## src/rtl/spdp_pkg.sv

```systemverilog
// Constants for the serial PLL divider and phase logic core.
// Assumes one system clock; all pins are sampled inside the core.
package spdp_pkg;
  // ----------------------------------------
  // Serial words and latches
  // ----------------------------------------
  localparam int MAIN_SR_W = 19;
  localparam int REF_SR_W = 16;
  localparam int MAIN_LAT_W = 18;
  localparam int REF_LAT_W = 15;
  localparam int SWAL_W = 7;
  localparam int MAIN_W = 11;
  localparam int REF_W = 14;
  localparam int SWAL_LSB = 0;
  localparam int MAIN_LSB = 7;
  localparam int RATIO_POS = 14;
  localparam int DEST_POS = 0;
  localparam logic [MAIN_LAT_W-1:0] MAIN_LAT_RST = 18'h0_0800;
  localparam logic [REF_LAT_W-1:0] REF_LAT_RST = 15'h0008;
  // ----------------------------------------
  // Lock detection
  // ----------------------------------------
  localparam int ERR_W = 16;
  localparam int GOOD_W = 8;
  localparam logic [ERR_W-1:0] LOCK_TOL_RST = 16'h0004;
  // ----------------------------------------
  // APB register map
  // ----------------------------------------
  localparam int APB_AW = 8;
  localparam logic [APB_AW-1:0] OFS_STATUS = 8'h00;
  localparam logic [APB_AW-1:0] OFS_MAIN = 8'h04;
  localparam logic [APB_AW-1:0] OFS_REF = 8'h08;
  localparam logic [APB_AW-1:0] OFS_LOCK_TOL = 8'h0C;
  localparam int ST_LOCK = 0;
  localparam int ST_POL = 1;
  localparam int ST_UP = 2;
  localparam int ST_DN = 3;
  localparam int ST_STROBE = 4;
endpackage

```

## src/rtl/spdp_core.sv

```systemverilog
// Serial-programmed divider, pulse-swallow control and phase comparator.
// Assumes serial, polarity and rate pin inputs are asynchronous to CLK; APB, reset and enable are synchronous; pad pull-ups sit outside.
//
// Our own choices: the register addresses and the APB register port.
`timescale 1ns/1ps

// Behaviour
// - Main path: 19-bit shifter, 18-bit latch, 7-bit swallow, 11-bit main counter.
// - Swallow field is low seven main-word bits, binary 0..127.
// - Last bit picks latch: low main 18-bit, high reference 15-bit.
// - Each serial clock rising edge shifts exactly one data bit.
// - While load strobe is high, shifter copies into selected latch.
// - One serial clock drives both main and reference shifters.
// - Division is modulus times main plus swallow; modulus 64 or 128.
// - Reference counter is 14-bit binary divider, 8 to 16383.
// - Normal polarity pump, ref-side, pump-side patterns per rate relation.
// - Reversed polarity swaps the faster and slower patterns.
// - Monitor shows reference rate normally, main rate when reversed.
// - Comparator tracks phase error from -2pi to +2pi.
// - At phase equality brief spikes remove the dead band.
// - Fast-lock pin carries pump while strobe high, floats otherwise.
// - Lock indicator high when locked, low when unlocked.
// - Unconnected polarity select reads high, normal polarity.
// - Reference word holds 14-bit count plus ratio bit; below 8 prohibited.
// - Ratio bit low selects modulus pair 128/129, high 64/65.
// - Unconnected load strobe reads high and loads the latch.
module spdp_core
  import spdp_pkg::*;
#(
  parameter int LOCK_COMPARES = 8
) (
  // Clock, reset, enable
  input wire logic CLK,
  input wire logic RESET,
  input wire logic CE,
  // Serial programming pins
  input wire logic SER_DATA,
  input wire logic SER_CLK,
  input wire logic LOAD_STROBE,
  input wire logic PHASE_POLARITY_SELECT,
  // Rate inputs
  input wire logic OSC_IN,
  input wire logic PRESCALER_IN,
  // Prescaler control
  output logic PRESCALER_PLUS_ONE,
  output logic PRESCALER_MOD64,
  // Pump and comparator pins
  output logic PUMP_OUT,
  output logic PUMP_OE,
  output logic REF_SIDE_OUT,
  output logic PUMP_SIDE_OUT,
  output logic PUMP_SIDE_OE,
  output logic FAST_LOCK_SWITCH_OUT,
  output logic FAST_LOCK_SWITCH_OE,
  output logic LOCK_INDICATOR_OUT,
  output logic DIVIDER_MONITOR_OUT,
  // APB slave
  input wire logic PSEL,
  input wire logic PENABLE,
  input wire logic PWRITE,
  input wire logic [APB_AW-1:0] PADDR,
  input wire logic [31:0] PWDATA,
  output logic [31:0] PRDATA,
  output logic PREADY,
  output logic PSLVERR
);

  if (LOCK_COMPARES < 1 || LOCK_COMPARES >= (1 << GOOD_W)) begin : g_chk
    $error("LOCK_COMPARES out of range");
  end

  localparam logic [GOOD_W-1:0] GOOD_MAX = GOOD_W'(LOCK_COMPARES);

  // ----------------------------------------
  // State
  // ----------------------------------------
  typedef struct packed {
    logic data_m, data_s;
    logic sclk_m, sclk_s, sclk_d;
    logic strobe_m, strobe_s, strobe_d;
    logic pol_m, pol_s, pol_d;
    logic osc_m, osc_s, osc_d;
    logic vco_m, vco_s, vco_d;
    logic [MAIN_SR_W-1:0] sr_main;
    logic [REF_SR_W-1:0] sr_ref;
    logic [MAIN_LAT_W-1:0] main_lat;
    logic [REF_LAT_W-1:0] ref_lat;
    logic [SWAL_W-1:0] swal_cnt;
    logic [MAIN_W-1:0] main_cnt;
    logic [REF_W-1:0] ref_cnt;
    logic mod64;
    logic ref_pulse, main_pulse;
    logic up, dn, spike;
    logic [ERR_W-1:0] err_cnt;
    logic [GOOD_W-1:0] good_cnt;
    logic locked;
    logic [ERR_W-1:0] lock_tol;
    logic pready, pslverr;
    logic [31:0] prdata;
    logic pump_out, pump_oe, ref_side, pside_oe;
    logic fl_out, fl_oe, mon, plus_one, lock;
  } spdp_state_t;

  spdp_state_t st, next_st;

  function automatic logic rise(input logic now, input logic old);
    return now & ~old;
  endfunction

  function automatic logic mapped(input logic [APB_AW-1:0] a);
    return a == OFS_STATUS || a == OFS_MAIN || a == OFS_REF || a == OFS_LOCK_TOL;
  endfunction

  logic sclk_rise, osc_rise, vco_rise, a_side, b_side;

  // ----------------------------------------
  // Next-state logic
  // ----------------------------------------
  always_comb begin
    next_st = st;
    // Pin synchronisers
    next_st.data_m = SER_DATA;
    next_st.data_s = st.data_m;
    next_st.sclk_m = SER_CLK;
    next_st.sclk_s = st.sclk_m;
    next_st.sclk_d = st.sclk_s;
    next_st.strobe_m = LOAD_STROBE;
    next_st.strobe_s = st.strobe_m;
    next_st.strobe_d = st.strobe_s;
    next_st.pol_m = PHASE_POLARITY_SELECT;
    next_st.pol_s = st.pol_m;
    next_st.pol_d = st.pol_s;
    next_st.osc_m = OSC_IN;
    next_st.osc_s = st.osc_m;
    next_st.osc_d = st.osc_s;
    next_st.vco_m = PRESCALER_IN;
    next_st.vco_s = st.vco_m;
    next_st.vco_d = st.vco_s;
    sclk_rise = rise(st.sclk_s, st.sclk_d);
    osc_rise = rise(st.osc_s, st.osc_d);
    vco_rise = rise(st.vco_s, st.vco_d);

    // Serial shifters share one serial clock, one bit per edge
    if (sclk_rise) begin
      next_st.sr_main = {st.sr_main[MAIN_SR_W-2:0], st.data_s};
      next_st.sr_ref = {st.sr_ref[REF_SR_W-2:0], st.data_s};
    end
    // Level-sensitive load, steered by the destination bit
    if (st.strobe_s) begin
      if (st.sr_main[DEST_POS]) begin
        next_st.ref_lat = st.sr_ref[REF_SR_W-1:1];
      end else begin
        next_st.main_lat = st.sr_main[MAIN_SR_W-1:1];
      end
    end

    // Reference divider
    next_st.ref_pulse = 1'b0;
    if (osc_rise) begin
      if (st.ref_cnt <= 14'h0001) begin
        next_st.ref_cnt = st.ref_lat[REF_W-1:0];
        next_st.ref_pulse = 1'b1;
      end else begin
        next_st.ref_cnt = st.ref_cnt - 14'h0001;
      end
    end

    // Pulse-swallow main divider
    next_st.main_pulse = 1'b0;
    if (vco_rise) begin
      if (st.swal_cnt != 7'h00) begin
        next_st.swal_cnt = st.swal_cnt - 7'h01;
      end
      if (st.main_cnt <= 11'h001) begin
        next_st.main_cnt = st.main_lat[MAIN_LSB +: MAIN_W];
        next_st.swal_cnt = st.main_lat[SWAL_LSB +: SWAL_W];
        next_st.mod64 = st.ref_lat[RATIO_POS];
        next_st.main_pulse = 1'b1;
      end else begin
        next_st.main_cnt = st.main_cnt - 11'h001;
      end
    end
    next_st.plus_one = next_st.swal_cnt != 7'h00;

    // Phase/frequency comparator with +-2pi range
    next_st.spike = 1'b0;
    next_st.up = st.up | st.ref_pulse;
    next_st.dn = st.dn | st.main_pulse;
    if (next_st.up && next_st.dn) begin
      next_st.up = 1'b0;
      next_st.dn = 1'b0;
      next_st.spike = 1'b1;
    end

    // Lock detection: error width per comparison against tolerance
    if (next_st.spike) begin
      next_st.err_cnt = '0;
      if (st.err_cnt <= st.lock_tol) begin
        if (st.good_cnt != GOOD_MAX) begin
          next_st.good_cnt = st.good_cnt + 8'h01;
        end
      end else begin
        next_st.good_cnt = '0;
      end
    end else if (st.up || st.dn) begin
      if (st.err_cnt != {ERR_W{1'b1}}) begin
        next_st.err_cnt = st.err_cnt + 16'h0001;
      end
      if (st.err_cnt > st.lock_tol) begin
        next_st.good_cnt = '0;
      end
    end
    next_st.locked = next_st.good_cnt == GOOD_MAX;
    next_st.lock = next_st.locked;

    // Output patterns; polarity swaps which side drives the high pattern
    a_side = next_st.pol_d ? next_st.up : next_st.dn;
    b_side = next_st.pol_d ? next_st.dn : next_st.up;
    next_st.pump_out = a_side;
    next_st.pump_oe = a_side | b_side;
    next_st.ref_side = b_side | next_st.spike;
    next_st.pside_oe = a_side | next_st.spike;
    next_st.fl_out = next_st.pump_out;
    next_st.fl_oe = next_st.strobe_d & next_st.pump_oe;
    next_st.mon = next_st.pol_d ? next_st.ref_pulse : next_st.main_pulse;

    // APB slave: one wait state, answer registered
    next_st.pready = 1'b0;
    next_st.pslverr = 1'b0;
    if (PSEL && PENABLE && !st.pready) begin
      next_st.pready = 1'b1;
      next_st.pslverr = !mapped(PADDR);
      next_st.prdata = '0;
      if (!PWRITE) begin
        unique case (PADDR)
          OFS_STATUS: begin
            next_st.prdata[ST_LOCK] = st.locked;
            next_st.prdata[ST_POL] = st.pol_s;
            next_st.prdata[ST_UP] = st.up;
            next_st.prdata[ST_DN] = st.dn;
            next_st.prdata[ST_STROBE] = st.strobe_s;
          end
          OFS_MAIN: next_st.prdata[MAIN_LAT_W-1:0] = st.main_lat;
          OFS_REF: next_st.prdata[REF_LAT_W-1:0] = st.ref_lat;
          OFS_LOCK_TOL: next_st.prdata[ERR_W-1:0] = st.lock_tol;
          default: next_st.prdata = '0;
        endcase
      end
    end
    if (PSEL && PENABLE && st.pready && PWRITE && PADDR == OFS_LOCK_TOL) begin
      next_st.lock_tol = PWDATA[ERR_W-1:0];
    end
  end

  // ----------------------------------------
  // State register
  // ----------------------------------------
  always_ff @(posedge CLK) begin
    if (RESET) begin
      st <= '0;
      st.sr_main <= {MAIN_LAT_RST, 1'b0};
      st.strobe_m <= 1'b1;
      st.strobe_s <= 1'b1;
      st.pol_m <= 1'b1;
      st.pol_s <= 1'b1;
      st.main_lat <= MAIN_LAT_RST;
      st.ref_lat <= REF_LAT_RST;
      st.lock_tol <= LOCK_TOL_RST;
    end else if (CE) begin
      st <= next_st;
    end
  end

  assign PRESCALER_PLUS_ONE = st.plus_one;
  assign PRESCALER_MOD64 = st.mod64;
  assign PUMP_OUT = st.pump_out;
  assign PUMP_OE = st.pump_oe;
  assign REF_SIDE_OUT = st.ref_side;
  assign PUMP_SIDE_OUT = 1'b0;
  assign PUMP_SIDE_OE = st.pside_oe;
  assign FAST_LOCK_SWITCH_OUT = st.fl_out;
  assign FAST_LOCK_SWITCH_OE = st.fl_oe;
  assign LOCK_INDICATOR_OUT = st.lock;
  assign DIVIDER_MONITOR_OUT = st.mon;
  assign PRDATA = st.prdata;
  assign PREADY = st.pready;
  assign PSLVERR = st.pslverr;
endmodule // spdp_core

```

## config.mk

```make
export PLATFORM = sky130hd
export DESIGN_NAME = spdp_core
export DESIGN_NICKNAME = d
export VERILOG_FILES = /design/src/rtl/spdp_pkg.sv /design/src/rtl/spdp_core.sv
export SDC_FILE = /design/constraint.sdc
export NUM_CORES = 1
export LEC_CHECK = 0
export ABC_AREA = 1
export BUFFER_PORTS_ARGS = -buffer_cell sky130_fd_sc_hd__buf_2
export CAP_MARGIN = 20
export CORE_MARGIN = 4
export CORE_UTILIZATION = 40
export DETAILED_ROUTE_END_ITERATION = 8
export PLACE_DENSITY_LB_ADDON = 0.05
export SYNTH_ARGS = -nofsm -noshare
export SYNTH_HDL_FRONTEND = slang
export SYNTH_SLANG_ARGS = --single-unit
```

## constraint.sdc

```tcl
create_clock -name CLK -period 1.6 [get_ports CLK]
set_input_delay 0.32 -clock CLK [delete_from_list [all_inputs] [get_ports CLK]]
set_output_delay 0.32 -clock CLK [all_outputs]
set_load 0.01 [all_outputs]
```

==> results by group, run 1 <==
Power and ir drop
  • Flop pwr share: 0.397
  • Clk pwr share: 0.350
  • Leak Pwr: 5.68 nW
  • Net Switching: ~3.5 mW
  • Pwr per Cell Area: a little over 900 nW/um2
  • VDD IR max: between 0.6 and 0.7 mV
  • Int Pwr: 8.29 mW
  • Net Sw Frac: 0.299
  • Final Power: 11.8 mW
  • Comb power frac: 0.254

Placement
  • PortBufs: 65
  • Dpl cells: 1,702
  • Final Wtd Congestion: 0.859
  • HPWL Detailed: about 19,000 um

Clock network
  • Root Buffer: clkbuf_16
  • Number of H-tree levels: 4
  • Clk slew on worst S/H paths: 0.07 ns
  • CTS tree: done
  • CTS max path bufs: 2
  • Clk sinks: 176
  • Inserted Clock Buffers: 17
  • Post-CTS Hold Fix Bufs: 0
  • Clk_lat worst skew: ~0.43 ns

Timing
  • Post-route clock period utilization: 1.24
  • Slew Limit Fails: 0
  • Final hold viol count: 0
  • Post-route minimum period: around 2.0 ns
  • Final Setup Violations: 44
  • Clk_skew: 0.00989 ns
  • Max Freq: 0.505 GHz
  • RSZ-0062 raised after global routing: yes
  • Final WS setup: -0.379 ns

Logic synthesis
  • Synth Area in Simple Gates: 0.220
  • Post-Synth Adder-Cell Area: 0.0355
  • Synth Area in XOR/XNOR: 0.0129
  • Number of synthesized flops with an enable pin: 0
  • Number of synthesized register bits: 176
  • Post-synthesis async set-or-reset flop share: 0
  • Cell area after synthesis: around 9000 um2
  • Synth Area in Compound Gates: 0.208
  • Cells after Synth: 1,235
  • Post-synthesis cell type count: 50
  • Average cell area after synthesis: 7.13 um2
  • Synth warnings: 0
  • Sequential element share of the synthesized area: 0.400
  • Largest family of logic cells by synthesized area: simple AND/OR/NAND/NOR gates
  • Synth Flop Type: dfxtp_1
  • Multiplexer share of the synthesized area: 0

Cells and area
  • Fraction of layout cells with a size suffix above 1: 0.384
  • P&R area growth vs syn: 44.5%
  • Core Util, Final: 0.585
  • Non-filler cells, final: between 1,500 and 2,000
  • Nets: about 1,600

Detailed routing
  • WL final: approximately 27,000 um
  • WL per Instance: approximately 15 um
  • DRT Pass-1 Iters: 5
  • # DRC: 0
  • Drt first-iter violations: 474
  • Final ANT Viol Nets: 0
  • Vias/cell: 4.96
  • Via count: 8,809

Global routing
  • GRT Resource Usage Total: 0.215
  • First-pass GRT wire length: 42,700 um
  • GRT overflow: 0
  • Initial antenna violation count: 1
  • Vias in the first global route: 8,428
  • Largest net degree at the start of global routing: 66

Worst hold path
  • HP Class: input port to flip-flop

Floorplan
  • IO Pins: 97
  • Core Box Area: 21,800 um2
  • Die Y: 156 um
  • Starting density of the core: 0.405
  • Row cnt: 54
  • Die Outline Area: 24,500 um2
  • Die width: between 150 and 200 um

Outcome
  • Status: finished, violations left
  • Failing checks: negative setup slack

Critical path
  • CP arrival: 2.29 ns
  • CP endpoint kind: flip-flop
  • Crit path launch type: flip-flop
  • CP Class: flip-flop to flip-flop
  • CP max FO: 5
  • Req. time, crit path: 1.91 ns

Job
  • Max_cap viols: 0
cell usage after synthesis, drive strengths merged (2+ instances only):
cell type    n  area, um2
xnor2        2       17.5
o211ai      17        128
a22oi        2       15.0
nor4         4       40.0
buf         44        325
ha          25        313
inv        160        601
clkinv       2       7.51
a21oi      110        551
nand4       11       68.8
a221oi       5       50.0
nor2       187        739
nand2      196        741
a31oi        2       12.5
clkbuf      41        154
a211oi      20        195
nand3       41        215
and3         3       18.8
o22ai       13       81.3
nor3        12       76.3
o31ai        4       30.0
o221ai      10       87.6
or2          2       12.5
xor2        11       96.3
o21ai      125        633
dfxtp      176       3520
layout by cell type, fill, tap and decap left out, drive strengths merged, types with 13 or more instances in the layout:
master  instances
o211ai         17
clkbuf         19
a211oi         20
a21oi         110
nor2          187
conb           15
inv           163
o21ai         125
dfxtp         176
buf           298
nand3          41
nand2         196
ha             25
o22ai          13
stage by stage:
stage / setup slack, ns / hold WS, ns / instance area [um2] / setup TNS, ns
2_1_floorplan: -0.104 / 0.429 / 8950 / -0.946
3_3_place_gp: -0.359 / 0.446 / 10700 / -14.38
3_5_place_dp: -0.417 / 0.452 / 10700 / -15.68
4_1_cts: -0.400 / 0.0959 / 12200 / -5.92
5_1_grt: -0.489 / 0.121 / 12700 / -13.91
6_report: -0.379 / 0.106 / 12700 / -7.29
layout make-up:
class,instances,area [um2]
fillers,2037,9030
multi-input cells,826,5230
flip-flops and latches,176,3560
repair buffers,299,2370
inverters,162,646
clock buffers,18,429
well taps,280,350
clock inverters,13,138
repair inverters,1,8.76
diodes,1,2.50
power by group through the flow:
stage	clock network (mW)	registers, mW	logic [mW]
after CTS	4.23	4.68	2.58
after detailed placement	0	4.77	1.93
after global placement	0	4.77	1.93
after global routing	4.38	4.71	3.25
after floorplan	0	4.75	1.13
final	4.13	4.69	3.00
final timing paths:
path | slack [ns] | depth (start not counted) | endpoint | startpoint
worst max-delay path | -0.38 | 16 | LOCK_INDICATOR_OUT$_SDFFE_PP0P_ | st[54]$_SDFFE_PP0P_
worst min-delay path | 0.11 | 3 | next_st[197]$_SDFFE_PP1P_ | PHASE_POLARITY_SELECT
worst max register to register | -0.38 | 16 | LOCK_INDICATOR_OUT$_SDFFE_PP0P_ | st[54]$_SDFFE_PP0P_
worst min register to register | 0.46 | 2 | PRDATA[3]$_SDFFE_PP0P_ | PRDATA[3]$_SDFFE_PP0P_
cells by family (layout without fill, tap and decap cells):
group,count (synthesis),in the layout
and+or+nand+nor,459,459
other,1,16
adders and majority gates,25,25
DFF,176,176
buffers and inverters,247,493
xor gates and xnor gates,13,13
AOI/OAI and AO/OA,314,314
registers in the layout, summed over array words and instances (netlist names):
signal	cells
DIVIDER_MONITOR_OUT	1
FAST_LOCK_SWITCH_OE	1
FAST_LOCK_SWITCH_OUT	1
LOCK_INDICATOR_OUT	1
PRDATA	18
PREADY	1
PRESCALER_MOD64	1
PRESCALER_PLUS_ONE	1
PSLVERR	1
PUMP_OE	1
PUMP_SIDE_OE	1
REF_SIDE_OUT	1
next_st	11
st	136
critical path, cell delays in order, from the launching register on:
cell and delay [ns]:
dfxtp_2 0.32, inv_2 0.05, ha_4 0.26, nand2_2 0.04, inv_2 0.05, nand3_2 0.07, nor3_4 0.21, buf_6 0.14
nand3_4 0.10, nand2_4 0.11, nand3_1 0.10, nand2_2 0.09, inv_1 0.04, nand3_1 0.08, nor2_1 0.05, nor2_1 0.10
nor2_1 0.05
routing by layer:
metal	routed length, um	track usage
met1	13000	0.300
met2	12200	0.346
met3	935	0.0351
met4	478	0.0603
met5	0	0
what timing repair did:
action                                  CTS  global route
endpoints found under the setup margin   57            62
setup buffers                            34            18
endpoints found under the hold margin     0             0
gates cloned                              3             1
pin swaps                                76            83
resized for setup                       208           136
(Power assumes the default switching activity.)
==> run 2: changes to the inputs <==
- TNS_END_PERCENT: unset -> 20
==> results by group, run 2 (synthesized netlist as in run 1, its figures left out) <==
Placement
  • PortBufs: 65
  • Dpl cell area: 10,700 um2
  • HPWL Detailed: 19,400 um
  • Final Wtd Congestion: 0.899

Cells and area
  • Final instance area: between 10,000 and 15,000 um2
  • N_diodes: 0
  • Most frequent cells in the layout: buf_4 (195), dfxtp_1 (168), nand2_1 (168)
  • Fraction of layout cells with a size suffix above 1: 0.314
  • Nets: around 1,500
  • P&R area growth vs syn: 35.2%
  • Max reg flops: 136
  • Commonest non-fill, non-tap cell in the layout: buf_4
  • Biggest register: st

Global routing
  • Initial antenna violation count: 1
  • First-pass GRT wire length: 41,300 um
  • GRT Resource Usage Total: 0.210
  • GRT overflow: 0
  • Vias in the first global route: 8,040
  • Largest net degree at the start of global routing: 61

Detailed routing
  • Vias/cell: a little under 5
  • WL final: 25,900 um
  • Via count: 8,645
  • WL per Instance: 14.8 um
  • # DRC: 0
  • Final ANT Viol Nets: 0
  • Drt first-iter violations: 423
  • DRT Pass-1 Iters: 5

Timing
  • RSZ-0062 raised after global routing: yes
  • Final WS setup: -0.399 ns
  • Final hold viol count: 0
  • Clk_skew: ~0.013 ns
  • Slew Limit Fails: 0
  • Max Freq: 0.500 GHz
  • Final Setup Violations: 44
  • Post-route minimum period: 2.00 ns
  • Post-route clock period utilization: 1.25
  • Worst hold slack: 0.121 ns

Job
  • Max_cap viols: 0

Clock network
  • Clk slew on worst S/H paths: about 0.070 ns
  • Inserted Clock Buffers: 17
  • Number of H-tree levels: 4
  • Clk_lat worst skew: 0.43 ns
  • Root Buffer: clkbuf_16
  • CTS tree: done
  • CTS max path bufs: 2
  • Clk sinks: 176

Power and ir drop
  • Leak Pwr: about 5.4 nW
  • VDD IR max: 0.616 mV
  • Pwr per Cell Area: approximately 920 nW/um2

Outcome
  • Status: finished, violations left
  • Failing checks: negative setup slack

Floorplan
  • Die Outline Area: 24,500 um2
  • Row cnt: 54
  • Core Box Area: 21,800 um2
  • Die width: 156 um
  • Die Y: 156 um
  • IO Pins: 97
  • Starting density of the core: 0.405

Worst hold path
  • HP Class: input port to flip-flop

Critical path
  • Req. time, crit path: 1.97 ns
  • CP max FO: 5
  • CP arrival: 2.37 ns
  • CP Class: flip-flop to flip-flop
  • Crit path launch type: flip-flop
  • CP endpoint kind: flip-flop
## run 2: cell types whose count changed in the layout (fill, tap and decap cells not counted), moves of 7 or more
| cell | before | now |
|---|---|---|
| ha_1 | 12 | 19 |
| nor2_4 | 19 | 9 |
| buf_4 | 187 | 195 |
| nand2_4 | 17 | 8 |
| ha_4 | 12 | 4 |
| buf_6 | 33 | 9 |
| inv_2 | 24 | 15 |
| o21ai_2 | 25 | 14 |
| dfxtp_1 | 155 | 168 |
| inv_1 | 129 | 142 |
| o21ai_0 | 80 | 95 |
| dfxtp_2 | 17 | 7 |
| nand2_2 | 28 | 20 |
| nand2_1 | 150 | 168 |
## run 2: cell type report
cell class / count / area [um2]
repair buffers: 278 / 2080
flip-flops and latches: 176 / 3540
inverters: 162 / 621
fillers: 2122 / 9840
clock buffers: 19 / 443
well taps: 280 / 350
clock inverters: 11 / 108
multi-input cells: 826 / 4760
repair inverters: 1 / 8.76
## run 2: path summary, 6_finish.rpt
check / startpoint / slack [ns] / depth (start not counted) / end
max: st[54]$_SDFFE_PP0P_ / -0.40 / 16 / LOCK_INDICATOR_OUT$_SDFFE_PP0P_
min: OSC_IN / 0.12 / 3 / next_st[194]$_SDFFE_PP0P_
max reg2reg: st[54]$_SDFFE_PP0P_ / -0.40 / 16 / LOCK_INDICATOR_OUT$_SDFFE_PP0P_
min reg2reg: PRESCALER_MOD64$_SDFFE_PP0P_ / 0.46 / 2 / PRESCALER_MOD64$_SDFFE_PP0P_
## run 2: routing by layer
metal  global-route usage  part of all wire  wire length (um)  vias up
met4               0.0471             0.016               416        2
met1                0.300              0.50             13000     3977
met2                0.331              0.45             11600      156
met5                    0           0.00050                13        -
li1                     -                 -                 -     4485
met3               0.0409             0.037               962       25
## run 2: what timing repair did
action                     in CTS  in global routing
gates resized for setup        83                 82
setup endpoints to repair      57                 61
pin swaps                      21                 29
cloned                          1                  0
setup buffers                   8                  7
hold buffers                    0                  0
## run 2: metrics by stage
step                      instances  setup TNS (ns)  utilization  setup WS [ns]  power (mW)
after floorplan                1249           -1.09            -         -0.104        5.85
after global placement         1707          -17.08        0.492         -0.389        6.72
after detailed placement       1707          -18.91        0.492         -0.435        6.72
after CTS                      1746           -6.17        0.532         -0.381        10.8
after global routing           1753          -14.60        0.548         -0.574        11.4
final                          1753           -7.51        0.548         -0.399        10.9
## run 2: critical path, stage by stage (launching register included)
cell and delay [ns]:
dfxtp_2 0.32, inv_2 0.04, ha_4 0.26, nand2_2 0.05, inv_2 0.05, nand3_2 0.08
nor3_4 0.30, nand2_2 0.11, nand2_4 0.10, nand3_4 0.12, nand2_2 0.10, nand2_2 0.06
nor2_1 0.09, nand2_1 0.05, nor2_1 0.09, nor2_1 0.04, nor2_1 0.07
## run 2: where the power goes
part           internal (mW)  total [mW]  switching [mW]
sequential              4.56        4.68           0.125
combinational          0.981        2.22            1.24
clock                   2.19        4.01            1.83
total                   7.72        10.9            3.19
==> run 3: changes to the inputs <==
- SETUP_SLACK_MARGIN: unset -> 0.02
- SKIP_LAST_GASP: unset -> 1
==> results by group, run 3 (synthesized netlist as in run 1, its figures left out) <==
Clock network
  • Clk sinks: ~180
  • CTS tree: done
  • Root Buffer: clkbuf_16
  • Clk_lat worst skew: 0.43 ns
  • CTS max path bufs: 2
  • Post-CTS Hold Fix Bufs: 0
  • Inserted Clock Buffers: 17
  • Number of H-tree levels: 4
  • Clk slew on worst S/H paths: 0.07 ns

Detailed routing
  • Top Metal Used: met4
  • Metal-1 WL: 12,900 um
  • Final ANT Viol Nets: 0
  • DRT Pass-1 Iters: 5
  • # DRC: 0
  • Met3 routed WL: 835 um
  • WL final: 25,800 um
  • Drt first-iter violations: 415
  • Via count: roughly 8,600
  • WL met2: 11,700 um
  • WL per Instance: 14.6 um
  • Vias/cell: 4.87

Global routing
  • Largest net degree at the start of global routing: 83
  • Vias in the first global route: slightly above 8,000
  • Initial antenna violation count: 0
  • GRT Resource Usage Total: 0.212
  • First-pass GRT wire length: 41,600 um
  • GRT overflow: 0

Critical path
  • Critical path's top delay family: simple AND/OR/NAND/NOR gates
  • CP max FO: 5
  • Crit-path slowest cell: dfxtp_2
  • CP arrival: 2.37 ns
  • Crit path launch type: flip-flop
  • CP max stage delay: ~0.32 ns
  • CP endpoint kind: flip-flop
  • Req. time, crit path: around 1.9 ns
  • Crit-path cells: inv_2 > ha_4 > nand2_2 > inv_2 > nand3_2 > nor3_4 > buf_6 > nand3_4 > nand3_4 > nand2_2 > nand2_2 > inv_1 > nand3_1 > nor2_1 > nor2_1 > nor2_1
  • CP Class: flip-flop to flip-flop
  • Sum of buffers and inverters on the critical path: 4

Floorplan
  • Die Y: 156 um
  • Row cnt: 54
  • Core Box Area: roughly 22,000 um2
  • IO Pins: 97
  • Starting density of the core: 0.405
  • Die Outline Area: 24,500 um2
  • Die width: 156 um

Timing
  • Max Freq: between 0.4 and 0.5 GHz
  • Final WS setup: -0.455 ns
  • Final hold viol count: 0
  • Post-route minimum period: a little over 2 ns
  • Slew Limit Fails: 0
  • Worst rel slew slack: 0.661
  • Clk_skew: between 0.008 and 0.009 ns
  • Post-route clock period utilization: 1.28
  • Slew @ Worst Pin: between 0.5 and 0.6 ns
  • RSZ-0062 raised after global routing: yes
  • Final Setup Violations: 49

Power and ir drop
  • Net Switching: 3.22 mW
  • Pwr per Cell Area: just over 900 nW/um2
  • VDD IR max: 0.688 mV
  • Leak Pwr: 5.45 nW
  • Comb power frac: 0.199
  • Net Sw Frac: 0.292
  • Flop pwr share: 0.424
  • Clk pwr share: 0.376
  • Int Pwr: 7.82 mW

Cells and area
  • P&R area growth vs syn: 36.0%
  • Final instance area: ~12,000 um2
  • Nets: 1,550
  • Fill count: 2,093
  • Commonest non-fill, non-tap cell in the layout: buf_4
  • Most frequent cells in the layout: buf_4 (211), nand2_1 (170), nor2_1 (162)
  • Fraction of layout cells with a size suffix above 1: 0.314
  • Max reg flops: 136
  • Biggest register: st
  • Non-filler cells, final: ~1,800
  • N_diodes: 0

Outcome
  • Failing checks: negative setup slack
  • Status: finished, violations left

Job
  • Max_cap viols: 0

Placement
  • Dpl cells: 1,704
  • PortBufs: 65
  • Dpl cell area: 10,700 um2
  • Final Wtd Congestion: slightly below 0.9
  • HPWL Detailed: ~19,000 um

Worst hold path
  • HP Class: input port to flip-flop
## run 3: cell count changes in the layout (fill, tap and decap cells not counted), sizes merged
cell / delta
inv: +1
clkinvlp: +1
buf: +11
## run 3: metrics by stage
| stage | setup TNS [ns] | setup WS, ns | total power, mW | util | hold slack, ns |
|---|---|---|---|---|---|
| 4_1_cts | -5.91 | -0.377 | 11.0 | 0.534 | 0.0825 |
| 2_1_floorplan | -0.964 | -0.104 | 5.87 | - | 0.429 |
| 3_5_place_dp | -18.77 | -0.398 | 6.69 | 0.490 | 0.454 |
| 5_1_grt | -14.40 | -0.606 | 11.6 | 0.551 | 0.103 |
| 6_report | -6.94 | -0.455 | 11.0 | 0.551 | 0.0961 |
| 3_3_place_gp | -17.28 | -0.394 | 6.70 | 0.490 | 0.446 |
## run 3: area by class of cell
type	count	area [um2]	area share
Clock buffer	19	453	0.0378
Clock inverter	13	126	0.0105
Sequential cell	176	3550	0.296
Timing Repair Buffer	289	2110	0.176
Tap cell	280	350	0.0292
Timing Repair inverter	1	6.26	0.000522
Multi-Input combinational cell	826	4760	0.397
Inverter	162	626	0.0522
## run 3: power by group through the flow
stage,sequential [mW],clock (mW),combinational [mW]
floorplan,4.75,0,1.12
global placement,4.78,0,1.92
detailed placement,4.78,0,1.91
CTS,4.68,4.24,2.12
global route,4.70,4.42,2.46
finish,4.68,4.15,2.20
## run 3: final timing paths
path | startpoint | endpoint | slack (ns) | cells past startpoint
setup / recovery | st[54]$_SDFFE_PP0P_ | LOCK_INDICATOR_OUT$_SDFFE_PP0P_ | -0.46 | 16
hold / removal | PHASE_POLARITY_SELECT | next_st[197]$_SDFFE_PP1P_ | 0.1 | 3
setup reg to reg | st[54]$_SDFFE_PP0P_ | LOCK_INDICATOR_OUT$_SDFFE_PP0P_ | -0.46 | 16
hold reg to reg | PRDATA[1]$_SDFFE_PP0P_ | PRDATA[1]$_SDFFE_PP0P_ | 0.46 | 2
## run 3: worst register-to-register path, cell delays in order, from the launching register on
cell and delay, ns:
dfxtp_2 0.32, inv_2 0.04, ha_4 0.26, nand2_2 0.05
inv_2 0.06, nand3_2 0.07, nor3_4 0.28, buf_6 0.15
nand3_4 0.11, nand3_4 0.15, nand2_2 0.06, nand2_2 0.08
inv_1 0.04, nand3_1 0.07, nor2_1 0.05, nor2_1 0.10
nor2_1 0.04
## run 3: metal layers
metal	GRT usage	vias up
met2	0.333	130
met4	0.0566	0
li1	-	4514
met5	0	-
met3	0.0351	27
met1	0.302	3938
## run 3: repair_timing
action | CTS | global route
resized for setup | 65 | 81
buffers inserted | 19 | 10
hold endpoints to repair | 0 | 0
endpoints found under the setup margin | 59 | 65
pin swaps | 23 | 37
gates cloned | 0 | 1
